===== src/design/acsrs_pkg.sv =====
/*
 * package for the channel sequencer and range select block: channel count,
 * range code values, mode enumeration and the grouped sample descriptor.
 * assumes nothing of its surroundings beyond a sv-2012 compiler.
 */
package acsrs_pkg;
  localparam int NUM_CH = 8;
  localparam int CH_W = 3;
  localparam int RANGE_W = 4;
  // range codes
  localparam logic [RANGE_W-1:0] RANGE_BIP_2P5 = 4'h0;
  localparam logic [RANGE_W-1:0] RANGE_BIP_1P25 = 4'h1;
  localparam logic [RANGE_W-1:0] RANGE_BIP_0P625 = 4'h2;
  localparam logic [RANGE_W-1:0] RANGE_UNI_2P5 = 4'h5;
  localparam logic [RANGE_W-1:0] RANGE_UNI_1P25 = 4'h6;
  localparam logic [RANGE_W-1:0] RANGE_RESET = RANGE_BIP_2P5;
  localparam logic [NUM_CH-1:0] SCAN_EN_RESET = 8'hff;
  localparam logic [CH_W-1:0] CH_RESET = 3'h0;
  // aggregate rate ceiling the host must respect, in samples per second
  localparam int MAX_AGG_SPS = 500000;
  localparam int CLK_HZ = 125000000;
  localparam int MIN_SAMPLE_CYC = (CLK_HZ + MAX_AGG_SPS - 1) / MAX_AGG_SPS;

  typedef enum logic {
    ACSRS_MODE_MANUAL,
    ACSRS_MODE_AUTO
  } acsrs_mode_t;

  // what the converter core needs for the sample now being taken
  typedef struct packed {
    logic [CH_W-1:0] channel;
    logic [RANGE_W-1:0] range_code;
    logic bipolar;
  } acsrs_sample_t;
endpackage : acsrs_pkg


===== src/design/acsrs_next_ch.sv =====
/*
 * combinational picker of the next enabled channel above the current one,
 * wrapping to the lowest enabled channel. assumes same-clock inputs.
 */
module acsrs_next_ch (
  input wire logic [acsrs_pkg::CH_W-1:0] i_cur,
  input wire logic [acsrs_pkg::NUM_CH-1:0] i_en,
  output logic [acsrs_pkg::CH_W-1:0] o_next,
  output logic o_any
);
  import acsrs_pkg::*;

  logic [NUM_CH-1:0] above;
  logic [CH_W-1:0] first_above;
  logic [CH_W-1:0] first_any;
  logic found_above;

  // mask of enabled channels strictly above the current one
  genvar g;
  generate
    for (g = 0; g < NUM_CH; g++) begin : g_above
      assign above[g] = i_en[g] && (g > int'(i_cur));
    end
  endgenerate

  // priority search from the top down so the lowest index wins
  always_comb begin
    first_above = CH_RESET;
    first_any = CH_RESET;
    found_above = 1'b0;
    for (int k = NUM_CH - 1; k >= 0; k--) begin
      if (above[k]) begin
        first_above = CH_W'(k);
        found_above = 1'b1;
      end
      if (i_en[k]) begin
        first_any = CH_W'(k);
      end
    end
  end

  assign o_any = |i_en;
  assign o_next = found_above ? first_above : first_any;
endmodule : acsrs_next_ch


===== src/design/acsrs_top.sv =====
/*
 * channel sequencer and input range select of a multichannel sar front end.
 * holds a range code per channel, sets the mux by manual command or steps it in auto-scan mode
 * on chip-select falling edges and steers the reference pin from a strap.
 * assumes the serial decoder runs on i_clk_sys and hands over one-cycle
 * write strobes; chip select and the strap pin are asynchronous pins.
 */
// Operation
// - each channel owns a four-bit range code
// - range codes reset to bipolar 2.5 x vref
// - manual mode converts most recently written channel
// - auto-scan advances channel on chip-select fall
// - scan only enabled channels, ascending order
// - strap low: internal reference, pin drives out
// - strap high: external reference, pin is input
module acsrs_top (
  input wire logic i_clk_sys,
  input wire logic i_rst_n,
  input wire logic i_ce,
  input wire logic i_cs_n,
  input wire logic i_range_wr,
  input wire logic [acsrs_pkg::CH_W-1:0] i_range_ch,
  input wire logic [acsrs_pkg::RANGE_W-1:0] i_range_code,
  input wire logic i_manual_channel_select_command,
  input wire logic [acsrs_pkg::CH_W-1:0] i_manual_ch,
  input wire logic i_auto_start,
  input wire logic i_scan_en_wr,
  input wire logic [acsrs_pkg::NUM_CH-1:0] i_scan_en,
  input wire logic i_reference_source_pin,
  input wire logic i_reference_inout_pin,
  output acsrs_pkg::acsrs_sample_t o_sample,
  output logic o_sample_strobe,
  output acsrs_pkg::acsrs_mode_t o_mode,
  output logic [acsrs_pkg::NUM_CH-1:0] o_scan_en,
  output logic [acsrs_pkg::NUM_CH*acsrs_pkg::RANGE_W-1:0] o_channel_input_range_code,
  output logic o_ref_internal,
  output logic o_reference_inout_pin,
  output logic o_reference_inout_pin_oe,
  output logic o_ref_sense
);
  import acsrs_pkg::*;

  logic [RANGE_W-1:0] channel_input_range_code [NUM_CH];
  logic [NUM_CH-1:0] scan_en;
  acsrs_mode_t mode;
  logic [CH_W-1:0] cur_ch;
  logic [CH_W-1:0] next_ch;
  logic any_en;
  logic cs_meta, cs_sync, cs_prev;
  logic refsrc_meta, refsrc_sync;
  logic refpin_meta, refpin_sync;
  logic cs_fall;

  // two-flop synchronisers for the pins; the first stage feeds only the second
  always_ff @(posedge i_clk_sys) begin
    if (!i_rst_n) begin
      cs_meta <= 1'b1;
      cs_sync <= 1'b1;
      cs_prev <= 1'b1;
      refsrc_meta <= 1'b0;
      refsrc_sync <= 1'b0;
      refpin_meta <= 1'b0;
      refpin_sync <= 1'b0;
    end else if (i_ce) begin
      cs_meta <= i_cs_n;
      cs_sync <= cs_meta;
      cs_prev <= cs_sync;
      refsrc_meta <= i_reference_source_pin;
      refsrc_sync <= refsrc_meta;
      refpin_meta <= i_reference_inout_pin;
      refpin_sync <= refpin_meta;
    end
  end

  assign cs_fall = cs_prev && !cs_sync;

  // range code bank, one entry per channel, written by index
  always_ff @(posedge i_clk_sys) begin
    if (!i_rst_n) begin
      for (int k = 0; k < NUM_CH; k++) begin
        channel_input_range_code[k] <= RANGE_RESET;
      end
    end else if (i_ce && i_range_wr) begin
      channel_input_range_code[i_range_ch] <= i_range_code;
    end
  end

  // scan selection; all channels enabled out of reset
  always_ff @(posedge i_clk_sys) begin
    if (!i_rst_n) begin
      scan_en <= SCAN_EN_RESET;
    end else if (i_ce && i_scan_en_wr) begin
      scan_en <= i_scan_en;
    end
  end

  acsrs_next_ch u_next (
    .i_cur(cur_ch),
    .i_en(scan_en),
    .o_next(next_ch),
    .o_any(any_en)
  );

  // mode and channel pointer; a manual write wins over an auto start
  always_ff @(posedge i_clk_sys) begin
    if (!i_rst_n) begin
      mode <= ACSRS_MODE_MANUAL;
      cur_ch <= CH_RESET;
    end else if (i_ce) begin
      if (i_manual_channel_select_command) begin
        mode <= ACSRS_MODE_MANUAL;
        cur_ch <= i_manual_ch;
      end else if (i_auto_start) begin
        mode <= ACSRS_MODE_AUTO;
        cur_ch <= next_ch; // begin at next enabled channel above current, wrapping to lowest
      end else if (cs_fall) begin
        unique case (mode)
          ACSRS_MODE_MANUAL: cur_ch <= cur_ch;
          ACSRS_MODE_AUTO: if (any_en) cur_ch <= next_ch;
        endcase
      end
    end
  end

  // sample descriptor latched at the chip-select fall; the host's spacing of
  // those falls is what keeps the aggregate rate legal, nothing here paces it
  always_ff @(posedge i_clk_sys) begin
    if (!i_rst_n) begin
      o_sample <= '0;
      o_sample_strobe <= 1'b0;
    end else if (i_ce) begin
      o_sample_strobe <= cs_fall;
      if (cs_fall) begin
        o_sample.channel <= cur_ch;
        o_sample.range_code <= channel_input_range_code[cur_ch];
        o_sample.bipolar <= !channel_input_range_code[cur_ch][2];
      end
    end
  end

  // status mirrors, registered so every output comes from a flop
  generate
    for (genvar c = 0; c < NUM_CH; c++) begin : g_rng
      always_ff @(posedge i_clk_sys) begin
        if (!i_rst_n) begin
          o_channel_input_range_code[c*RANGE_W +: RANGE_W] <= RANGE_RESET;
        end else if (i_ce) begin
          o_channel_input_range_code[c*RANGE_W +: RANGE_W] <= channel_input_range_code[c];
        end
      end
    end
  endgenerate

  always_ff @(posedge i_clk_sys) begin
    if (!i_rst_n) begin
      o_mode <= ACSRS_MODE_MANUAL;
      o_scan_en <= SCAN_EN_RESET;
    end else if (i_ce) begin
      o_mode <= mode;
      o_scan_en <= scan_en;
    end
  end

  // reference steering: pin is driven only while the strap selects internal
  always_ff @(posedge i_clk_sys) begin
    if (!i_rst_n) begin
      o_ref_internal <= 1'b0;
      o_reference_inout_pin <= 1'b0;
      o_reference_inout_pin_oe <= 1'b0;
      o_ref_sense <= 1'b0;
    end else if (i_ce) begin
      o_ref_internal <= !refsrc_sync;
      o_reference_inout_pin <= !refsrc_sync;
      o_reference_inout_pin_oe <= !refsrc_sync;
      o_ref_sense <= refsrc_sync ? refpin_sync : 1'b0;
    end
  end
endmodule : acsrs_top


===== config.mk =====
export PLATFORM = sky130hd
export DESIGN_NAME = acsrs_top
export DESIGN_NICKNAME = d
export VERILOG_FILES = /design/src/design/acsrs_pkg.sv /design/src/design/acsrs_next_ch.sv /design/src/design/acsrs_top.sv
export SDC_FILE = /design/constraint.sdc
export NUM_CORES = 1
export LEC_CHECK = 0
export ABC_AREA = 0
export BUFFER_PORTS_ARGS = -buffer_cell sky130_fd_sc_hd__buf_4
export CAP_MARGIN = 5
export CORE_MARGIN = 2
export CORE_UTILIZATION = 55
export CTS_CLUSTER_SIZE = 12
export DETAILED_ROUTE_END_ITERATION = 8
export PLACE_DENSITY = 0.79
export SETUP_SLACK_MARGIN = 0.02
export SLEW_MARGIN = 30
export SYNTH_ARGS = -nofsm -noshare
export SYNTH_HDL_FRONTEND = slang
export SYNTH_SLANG_ARGS = --single-unit

===== constraint.sdc =====
create_clock -name i_clk_sys -period 2.35 [get_ports i_clk_sys]
set_input_delay 0.3525 -clock i_clk_sys [delete_from_list [all_inputs] [get_ports i_clk_sys]]
set_output_delay 0.3525 -clock i_clk_sys [all_outputs]
set_load 0.03 [all_outputs]

==> out/summary.txt, run 1 <==
Status: finished clean
HP Class: input pin to flip-flop
Seq/Total Area, Yosys: 54.77%
Fin crit share: 72.44%
WL final: 9.072 mm
Die Ht: 94.05 um
Worst Clk Skew: 0.008309 ns
Skew-Pair Late Insertion Delay: 0.35 ns
Top cell type's share of synthesized area: 33.22%
Yosys reg bits: 106
DR pass1 iterations: 4
Critical path class: flip-flop to flip-flop
Main combinational cell family by area after synthesis: simple AND/OR/NAND/NOR gates
Relative slew slack: 63.27%
CTS buffer count: 9
Wire per inst: 15.72 um
Postcts setup bufs: 0
Final count of hold timing violations: 0
Crit start category: flip-flop
WHS: 0.1991 ns
Synth Area in Compound Gates: 7.127%
Layout Area Growth over Synthesis: 18.57%
Synth Net Count: 426
GR Util All Layers: 21.95%
Most used DFF post-synth: dfxtp_1
H-Tree Depth: 3
Total number of vias: 3099
Clock Path Buffers: 2
Post-CTS Resized: 0
GRT overflow: 0
Root Buffer: clkbuf_8
Most frequent cells in the layout: buf_4, dfxtp_1, mux2i_1, nand2_1, nor2b_1
Fraction of layout cells with a size suffix above 1: 23.37%
Cell taking the most area after synthesis: dfxtp_1
Initial core utilization: 57.12%
Layout Cells excl Fill: 577
P per Cell Area: 679.1 mW/mm^2
Initial DRC count: 218
Distinct cells, synth: 38
Max VDD drop: 355.9 uV
Largest net degree at the start of global routing: 42
IO Count: 82
Die area: 0.008844 mm^2
Hold Buf Count CTS: 0
Cell total after placement: 562
Leak pwr: 2.220 nW
Vias in the first global route: 2946
Synth Area in Adders: 0%
CP top delay family: multiplexers
RSZ-0062 raised after global routing: false
First-pass GRT wire length: 14.86 mm
Setup-failing EPs final: 0
CTS tree: yes
Die Width: 94.05 um
Max-cap violations: 0
Asr flop ratio synth: 0%
Fillers: 608
Layout Utilization: 67.72%
Final Max Tran Viols: 0
Placer Congestion: 0.8369
DP Wirelength: 6.614 mm
Vias per inst: 5.371
Yosys Warn Count: 0
PortBufs: 81
TritonCTS Sinks: 106
Proportion of synthesized area in mux cells: 16.16%
Number of synthesized flops with an enable pin: 32
Critical Path RT: 2.65 ns
Mean Syn Cell Area: 11.20 um^2
Critical Path, Cell by Cell: mux4_2 -> mux2i_1 -> nand3_1 -> nand2_1
Syn Std Cell Area: 0.004459 mm^2
Post-DP Area: 0.005109 mm^2
Placement Rows: 32
Area of the core: 0.007807 mm^2
Slowest stage delay, CP: 0.63 ns
Synth area leaders: dfxtp_1, edfxtp_1, mux2i_1, nor2b_1, and2_1
Clock transition at path regs: 0.10 ns
Post-route DRC: 0
Initial antenna violation count: 0
CP max FO: 8
N_diodes: 0
Post-Synth XOR/XNOR Area: 0%
Area occupied by multi-input gates: 0.001878 mm^2
Post-Syn Instances: 398
Commonest non-fill, non-tap cell in the layout: buf_4
Simple-Gate Fraction of Synth Area: 18.83%
Final min period: 1.702 ns
Actual slew at the worst max-slew pin: 0.5452 ns
CP bufs+invs: 0
Crit. End Element: flip-flop
Nets: 499
Sequential Area: 0.002442 mm^2
Worst EP arrival: 2.00 ns
Fin area: 0.005288 mm^2
Max Clock Freq: 0.5874 GHz
Detail Route Antenna Nets: 0
Slowest cell on crit path: dfxtp_1
Post-Route Setup TNS: 0 ns
## worst paths after layout
| check | startpoint | to | slack, ns | depth (start not counted) |
|---|---|---|---|---|
| min | i_scan_en[1] | scan_en[1]$_SDFFE_PN1P_ | 0.20 | 3 |
| max reg2reg | flip-flop | o_sample[0]$_SDFFE_PN0P_ | 0.65 | 4 |
| min reg2reg | o_sample[0]$_SDFFE_PN0P_ | o_sample[0]$_SDFFE_PN0P_ | 0.48 | 2 |
| max | flip-flop | o_sample[0]$_SDFFE_PN0P_ | 0.65 | 4 |
## worst register-to-register path, stage by stage (launching register included)
cell and delay, ns:
dfxtp_1 0.63, mux4_2 0.59, mux2i_1 0.25, nand3_1 0.11, nand2_1 0.07
## power breakdown
group	internal (W)	leakage (nW)	switching [W]
Combinational	0.000221	1.21	0.000263
Sequential	0.00198	0.914	0.0000936
Clock	0.000466	0.0924	0.000565
Total	0.00267	2.22	0.000921
## registers in the layout, summed over array words and instances, names as in the netlist, 3 cells and up, named ones only
| name | cells |
|---|---|
| cur_ch | 3 |
| channel_input_range_code | 32 |
| o_channel_input_range_code | 32 |
| o_scan_en | 8 |
| o_sample | 8 |
| scan_en | 8 |
## metal layers
metal  GRT usage, %  wire, um  part of all wire [%]
met1          30.61      4056                    45
met2          34.64      4411                    49
met3          4.414       544                   6.0
met4          6.884        60                  0.66
met5              0         0                     0
## synthesized netlist by cell type, types with 2 or more instances
master	count
buf_4	4
nor3_1	2
a21oi_1	10
o211a_1	3
nand3_1	10
a21boi_0	5
o211ai_1	3
nor2b_1	37
clkbuf_1	10
buf_2	9
nand4_1	2
mux4_2	8
and2_1	33
dfxtp_1	74
a31oi_1	2
o21ai_0	13
nand2_1	42
edfxtp_1	32
nor2_1	13
inv_1	4
mux2i_1	54
o31ai_1	2
nand2b_1	11
## cells by family after synthesis
group                  Yosys count
buffers and inverters           28
multiplexers                    62
AO/OA/AOI/OAI                   47
flip-flops                     106
AND/OR/NAND/NOR                155
## per-stage QoR
stage	worst slack, ns	total power (W)
after floorplan	0.8894	0.002421
after global placement	0.5301	0.002592
after detailed placement	0.4754	0.002604
after CTS	0.6360	0.003614
after global routing	0.5631	0.003738
final	0.6475	0.003591
## cell type report
type / count / area share, %
Clock buffer: 12 / 3.147
Clock inverter: 3 / 0.2366
Inverter: 4 / 0.2840
Multi-Input combinational cell: 264 / 35.52
Sequential cell: 106 / 46.19
Tap cell: 102 / 2.414
Timing Repair Buffer: 86 / 12.21
Note: power is estimated with default switching activity, not from simulation.
==> inputs of run 2 (changes only) <==
--- a/config.mk
+++ b/config.mk
@@ -9,10 +9,10 @@
 export BUFFER_PORTS_ARGS = -buffer_cell sky130_fd_sc_hd__buf_4
 export CAP_MARGIN = 5
 export CORE_MARGIN = 2
-export CORE_UTILIZATION = 55
+export CORE_UTILIZATION = 50
 export CTS_CLUSTER_SIZE = 12
 export DETAILED_ROUTE_END_ITERATION = 8
-export PLACE_DENSITY = 0.79
+export PLACE_DENSITY = 0.76
 export SETUP_SLACK_MARGIN = 0.02
 export SLEW_MARGIN = 30
 export SYNTH_ARGS = -nofsm -noshare
==> constraint.sdc (replaced) <==
create_clock -name i_clk_sys -period 1.5 [get_ports i_clk_sys]
set_input_delay 0.225 -clock i_clk_sys [delete_from_list [all_inputs] [get_ports i_clk_sys]]
set_output_delay 0.225 -clock i_clk_sys [all_outputs]
set_load 0.03 [all_outputs]
==> out/summary.txt, run 2 (synthesis gave the netlist of run 1 again) <==
Slowest cell on crit path: dfxtp_2 (was dfxtp_1)
DP Wirelength: 7.305 mm (was 6.614 mm)
Initial core utilization: 51.38% (was 57.12%)
CP bufs+invs: 1 (was 0)
Area of the core: 0.008678 mm^2 (was 0.007807 mm^2)
Fraction of layout cells with a size suffix above 1: 29.18% (was 23.37%)
Critical path class: flip-flop to flip-flop (unchanged)
Biggest regs: channel_input_range_code (32), o_channel_input_range_code (32) (unchanged)
Max-cap violations: 0 (unchanged)
Fillers: 723 (was 608)
Actual slew at the worst max-slew pin: 0.5243 ns (was 0.5452 ns)
Largest net degree at the start of global routing: 36 (was 42)
Placer Congestion: 0.8485 (was 0.8369)
CTS buffer count: 9 (unchanged)
Postcts setup bufs: 0 (unchanged)
Cell total after placement: 589 (was 562)
IO Count: 82 (unchanged)
Max Clock Freq: 0.7010 GHz (was 0.5874 GHz)
Root Buffer: clkbuf_8 (unchanged)
Reg2reg path depth: 6 (was 4)
Nets: 520 (was 499)
Reg-to-Reg End: cur_ch[0]$_SDFFE_PN0P_ (was o_sample[0]$_SDFFE_PN0P_)
Skew-Pair Late Insertion Delay: 0.36 ns (was 0.35 ns)
Post-CTS Resized: 4 (was 0)
Layout Area Growth over Synthesis: 23.20% (was 18.57%)
DR pass1 iterations: 5 (was 4)
HP Class: input pin to flip-flop (unchanged)
Worst Clk Skew: 0.007186 ns (was 0.008309 ns)
Hold Buf Count CTS: 0 (unchanged)
Worst EP arrival: 1.72 ns (was 2.00 ns)
Reg2reg start: scan_en[3]$_SDFFE_PN1P_
Setup-failing EPs final: 0 (unchanged)
Worst hold path depth: 3 (unchanged)
Design Power: 0.005673 W (was 0.003591 W)
Crit start category: flip-flop (unchanged)
CTS tree: yes (unchanged)
Critical Path, Cell by Cell: buf_4 -> nor4_4 -> nand3_2 -> a31o_4 -> mux2i_1 -> o211a_1 (was mux4_2 -> mux2i_1 -> nand3_1 -> nand2_1)
CP top delay family: compound AO/OA/AOI/OAI gates (was multiplexers)
Initial antenna violation count: 0 (unchanged)
Critical Path RT: 1.79 ns (was 2.65 ns)
WHS: 0.06428 ns (was 0.1991 ns)
First-pass GRT wire length: 15.68 mm (was 14.86 mm)
Detail Route Antenna Nets: 0 (unchanged)
Placement Rows: 34 (was 32)
Wire per inst: 15.99 um (was 15.72 um)
Post-Route Setup TNS: 0 ns (unchanged)
RSZ-0062 raised after global routing: true (was false)
N_diodes: 0 (unchanged)
Status: finished clean (unchanged)
CP max FO: 7 (was 8)
Vias per inst: 5.236 (was 5.371)
Layout Cells excl Fill: 605 (was 577)
H-Tree Depth: 3 (unchanged)
Worst Hold End: scan_en[0]$_SDFFE_PN1P_ (was scan_en[1]$_SDFFE_PN1P_)
Slack of the worst reg-to-reg path: 0.07 ns (was 0.65 ns)
TritonCTS Sinks: 106 (unchanged)
Post-Place Setup Slack: -0.02936 ns (was 0.4754 ns)
Total number of vias: 3168 (was 3099)
Area occupied by multi-input gates: 0.001908 mm^2 (was 0.001878 mm^2)
Post-route DRC: 0 (unchanged)
Relative slew slack: 64.68% (was 63.27%)
Initial DRC count: 155 (was 218)
Sequential Area: 0.002460 mm^2 (was 0.002442 mm^2)
Hold_sp: i_scan_en[0] (was i_scan_en[1])
P per Cell Area: 1033 mW/mm^2 (was 679.1 mW/mm^2)
GR Util All Layers: 20.50% (was 21.95%)
Die Width: 98.44 um (was 94.05 um)
Final Max Tran Viols: 0 (unchanged)
Commonest non-fill, non-tap cell in the layout: buf_4 (unchanged)
Clock Path Buffers: 2 (unchanged)
Clock transition at path regs: 0.09 ns (was 0.10 ns)
Crit. End Element: flip-flop (unchanged)
Setup ws final: 0.07337 ns (was 0.6475 ns)
Most frequent cells in the layout: buf_4, dfxtp_1, mux2i_1, nand2_1, nor2b_1 (unchanged)
GRT overflow: 0 (unchanged)
Leak pwr: 2.321 nW (was 2.220 nW)
Final min period: 1.427 ns (was 1.702 ns)
Slowest stage delay, CP: 0.36 ns (was 0.63 ns)
Fin crit share: 95.11% (was 72.44%)
Final count of hold timing violations: 0 (unchanged)
Max VDD drop: 570.6 uV (was 355.9 uV)
PortBufs: 81 (unchanged)
Vias in the first global route: 3149 (was 2946)
Die Ht: 98.44 um (was 94.05 um)
Die area: 0.009690 mm^2 (was 0.008844 mm^2)
WL final: 9.675 mm (was 9.072 mm)
## run 2: changes by cell type in the layout (fill, tap and decap cells not counted), sizes merged
| cell | before | now |
|---|---|---|
| clkbuf | 12 | 13 |
| buf | 86 | 107 |
## run 2: final cells by class
cell class              instances  area share, %
flip-flops and latches        106          44.77
inverters                       4         0.2733
repair buffers                107          14.62
multi-input cells             264          34.73
clock buffers                  13          2.915
clock inverters                 3         0.2277
well taps                     108          2.460
## run 2: power by group
group | leakage [nW] | total [W] | switching (W) | internal (W)
logic | 1.32 | 0.000849 | 0.000452 | 0.000397
registers | 0.914 | 0.00324 | 0.000131 | 0.00311
clock network | 0.0876 | 0.00158 | 0.000889 | 0.000695
## run 2: worst register-to-register path, delay by kind of cell (launching register included)
kind	cells	cell delay, ns
compound gates	2	0.44
buf+inv	1	0.14
flops	1	0.36
mux	1	0.15
simple gates	2	0.27
## run 2: per-layer routing
layer | wire length [um] | global-route usage (%) | vias up
met1 | 4224 | 27.78 | 1502
met4 | 136 | 7.587 | 0
met5 | 0 | 0 | -
met2 | 4736 | 33.23 | 87
li1 | - | - | 1568
met3 | 577 | 3.617 | 11
## run 2: worst max-delay path by stage
| stage | from | endpoint | cells after the start |
|---|---|---|---|
| 5_1_grt | scan_en[3]$_SDFFE_PN1P_ | cur_ch[0]$_SDFFE_PN0P_ | 6 |
| 2_1_floorplan | flip-flop | o_sample[3]$_SDFFE_PN0P_ | 4 |
| 6_report | scan_en[3]$_SDFFE_PN1P_ | cur_ch[0]$_SDFFE_PN0P_ | 6 |
| 4_1_cts | flip-flop | o_sample[1]$_SDFFE_PN0P_ | 4 |
| 3_3_place_gp | flip-flop | o_sample[0]$_SDFFE_PN0P_ | 4 |
| 3_5_place_dp | flip-flop | o_sample[0]$_SDFFE_PN0P_ | 4 |
## run 2: per-stage QoR
| stage | area [um^2] | util [%] |
|---|---|---|
| after floorplan | 4459 | - |
| after global placement | 5274 | 60.77 |
| after detailed placement | 5274 | 60.77 |
| after CTS | 5455 | 62.86 |
| after global routing | 5494 | 63.31 |
| final | 5494 | 63.31 |
==> inputs of run 3 (changes only) <==
--- a/config.mk
+++ b/config.mk
@@ -9,10 +9,11 @@
 export BUFFER_PORTS_ARGS = -buffer_cell sky130_fd_sc_hd__buf_4
 export CAP_MARGIN = 5
 export CORE_MARGIN = 2
-export CORE_UTILIZATION = 50
+export CORE_UTILIZATION = 55
 export CTS_CLUSTER_SIZE = 12
 export DETAILED_ROUTE_END_ITERATION = 8
-export PLACE_DENSITY = 0.76
+export PLACE_DENSITY = 0.79
+export RECOVER_POWER = 50
 export SETUP_SLACK_MARGIN = 0.02
 export SLEW_MARGIN = 30
 export SYNTH_ARGS = -nofsm -noshare
==> constraint.sdc (replaced) <==
create_clock -name i_clk_sys -period 1.8 [get_ports i_clk_sys]
set_input_delay 0.27 -clock i_clk_sys [delete_from_list [all_inputs] [get_ports i_clk_sys]]
set_output_delay 0.27 -clock i_clk_sys [all_outputs]
set_load 0.03 [all_outputs]
==> out/summary.txt, run 3 (synthesis gave the netlist of run 1 again) <==
Nets: 505 (was 520)
Largest net degree at the start of global routing: 35 (was 36)
TritonCTS Sinks: 106 (unchanged)
HP Class: input pin to flip-flop (unchanged)
H-Tree Depth: 3 (unchanged)
Area occupied by multi-input gates: 0.001878 mm^2 (was 0.001908 mm^2)
GRT overflow: 0 (unchanged)
Setup-failing EPs final: 0 (unchanged)
Max-cap violations: 0 (unchanged)
P per Cell Area: 939.6 mW/mm^2 (was 1033 mW/mm^2)
N_diodes: 0 (unchanged)
Critical Path RT: 2.06 ns (was 1.79 ns)
Die Ht: 94.05 um (was 98.44 um)
Sequential Area: 0.002442 mm^2 (was 0.002460 mm^2)
Critical Path, Cell by Cell: clkbuf_1 -> buf_4 -> clkbuf_2 -> mux2i_1 -> nor2b_1 (was buf_4 -> nor4_4 -> nand3_2 -> a31o_4 -> mux2i_1 -> o211a_1)
Fin crit share: 92.60%
RSZ-0062 raised after global routing: false (was true)
Hold Buf Count CTS: 0 (unchanged)
GR Util All Layers: 22.00% (was 20.50%)
Relative slew slack: 44.94% (was 64.68%)
CTS buffer count: 9 (unchanged)
WL final: 9.332 mm (was 9.675 mm)
Crit. End Element: flip-flop (unchanged)
Postcts setup bufs: 0 (unchanged)
Wire per inst: 15.98 um (was 15.99 um)
Worst Clk Skew: 0.009942 ns (was 0.007186 ns)
Post-CTS Resized: 0 (was 4)
Root Buffer: clkbuf_8 (unchanged)
Slowest stage delay, CP: 0.60 ns (was 0.36 ns)
DR pass1 iterations: 4 (was 5)
PortBufs: 81 (unchanged)
Clock transition at path regs: 0.10 ns (was 0.09 ns)
First-pass GRT wire length: 15.04 mm (was 15.68 mm)
Crit start category: input pin (was flip-flop)
Clock Path Buffers: 2 (unchanged)
Final count of hold timing violations: 0 (unchanged)
Leak pwr: 2.134 nW (was 2.321 nW)
Placement Rows: 32 (was 34)
Initial DRC count: 197 (was 155)
Final Max Tran Viols: 0 (unchanged)
Initial core utilization: 57.12% (was 51.38%)
Actual slew at the worst max-slew pin: 0.8259 ns (was 0.5243 ns)
CTS tree: yes (unchanged)
Layout Cells excl Fill: 584 (was 605)
Initial antenna violation count: 0 (unchanged)
Layout Utilization: 67.45% (was 63.31%)
Most frequent cells in the layout: dfxtp_1, buf_4, mux2i_1, nand2_1, nor2b_1 (was buf_4, dfxtp_1, mux2i_1, nand2_1, nor2b_1)
Fillers: 607 (was 723)
Die area: 0.008844 mm^2 (was 0.009690 mm^2)
Max VDD drop: 461.7 uV (was 570.6 uV)
DP Wirelength: 6.947 mm (was 7.305 mm)
Detail Route Antenna Nets: 0 (unchanged)
Biggest regs: channel_input_range_code (32), o_channel_input_range_code (32) (unchanged)
Commonest non-fill, non-tap cell in the layout: dfxtp_1 (was buf_4)
Placer Congestion: 0.8630 (was 0.8485)
Vias in the first global route: 3053 (was 3149)
Die Width: 94.05 um (was 98.44 um)
Area of the core: 0.007807 mm^2 (was 0.008678 mm^2)
Post-route DRC: 0 (unchanged)
Skew-Pair Late Insertion Delay: 0.36 ns (about the same)
Vias per inst: 5.418 (was 5.236)
Worst EP arrival: 1.92 ns (was 1.72 ns)
IO Count: 82 (unchanged)
Fraction of layout cells with a size suffix above 1: 18.88% (was 29.18%)
Status: finished clean (unchanged)
Max Clock Freq: 0.6000 GHz
Critical path class: input pin to flip-flop (was flip-flop to flip-flop)
Total number of vias: 3164 (was 3168)
Cell total after placement: 568 (was 589)
Slowest cell on crit path: clkbuf_2 (was dfxtp_2)
CP max FO: 23 (was 7)
Post-Route Setup TNS: 0 ns (unchanged)
Layout Area Growth over Synthesis: 18.10% (was 23.20%)
Final min period: 1.667 ns
run 3: area by class of cell:
| type | count | area share, % |
|---|---|---|
| timing repair buffer | 92 | 10.93 |
| multi-input combinational | 264 | 35.66 |
| sequential | 106 | 46.38 |
| tap | 102 | 2.423 |
| inverter | 4 | 0.2851 |
| clock inverter | 6 | 1.711 |
| clock buffer | 10 | 2.613 |
run 3: report_power, final:
| part | internal [W] | switching, W | leakage [nW] |
|---|---|---|---|
| Combinational | 0.000273 | 0.000354 | 1.11 |
| Sequential | 0.00259 | 0.000117 | 0.914 |
| Clock | 0.000824 | 0.000792 | 0.112 |
run 3: path summary, 6_finish.rpt:
| kind | start | end | slack [ns] | cells after the start |
|---|---|---|---|---|
| setup / recovery | i_ce | o_channel_input_range_code[15]$_SDFFE_PN0P_ | 0.13 | 5 |
| hold / removal | i_scan_en[1] | scan_en[1]$_SDFFE_PN1P_ | 0.12 | 3 |
| setup reg to reg | cur_ch[1]$_SDFFE_PN0P_ | cur_ch[2]$_SDFFE_PN0P_ | 0.19 | 5 |
| hold reg to reg | o_sample[6]$_SDFFE_PN0P_ | o_sample[6]$_SDFFE_PN0P_ | 0.47 | 2 |
run 3: stage by stage:
stage,area [um^2],hold WS (ns),total power (W),setup WS (ns)
global route,5266,0.1229,0.005116,0.03643
CTS,5381,0.1010,0.004995,0.2012
global placement,5154,0.4549,0.003393,0.2187
finish,5266,0.1184,0.004948,0.1332
floorplan,4459,0.3942,0.003161,0.4219
detailed placement,5154,0.4618,0.003412,0.1493
run 3: metal layers:
| metal | up-vias | global-route usage [%] | wire [um] |
|---|---|---|---|
| met2 | 98 | 35.54 | 4534 |
| met5 | - | 0 | 0 |
| met4 | 0 | 6.763 | 92 |
| met3 | 8 | 4.013 | 429 |
| met1 | 1519 | 30.30 | 4275 |
| li1 | 1539 | - | - |
run 3: worst max-delay path, delay by kind of cell:
| kind | cells | cell delay [ns] |
|---|---|---|
| buffers and inverters | 3 | 1.29 |
| multiplexers | 1 | 0.28 |
| AND/OR/NAND/NOR | 1 | 0.06 |
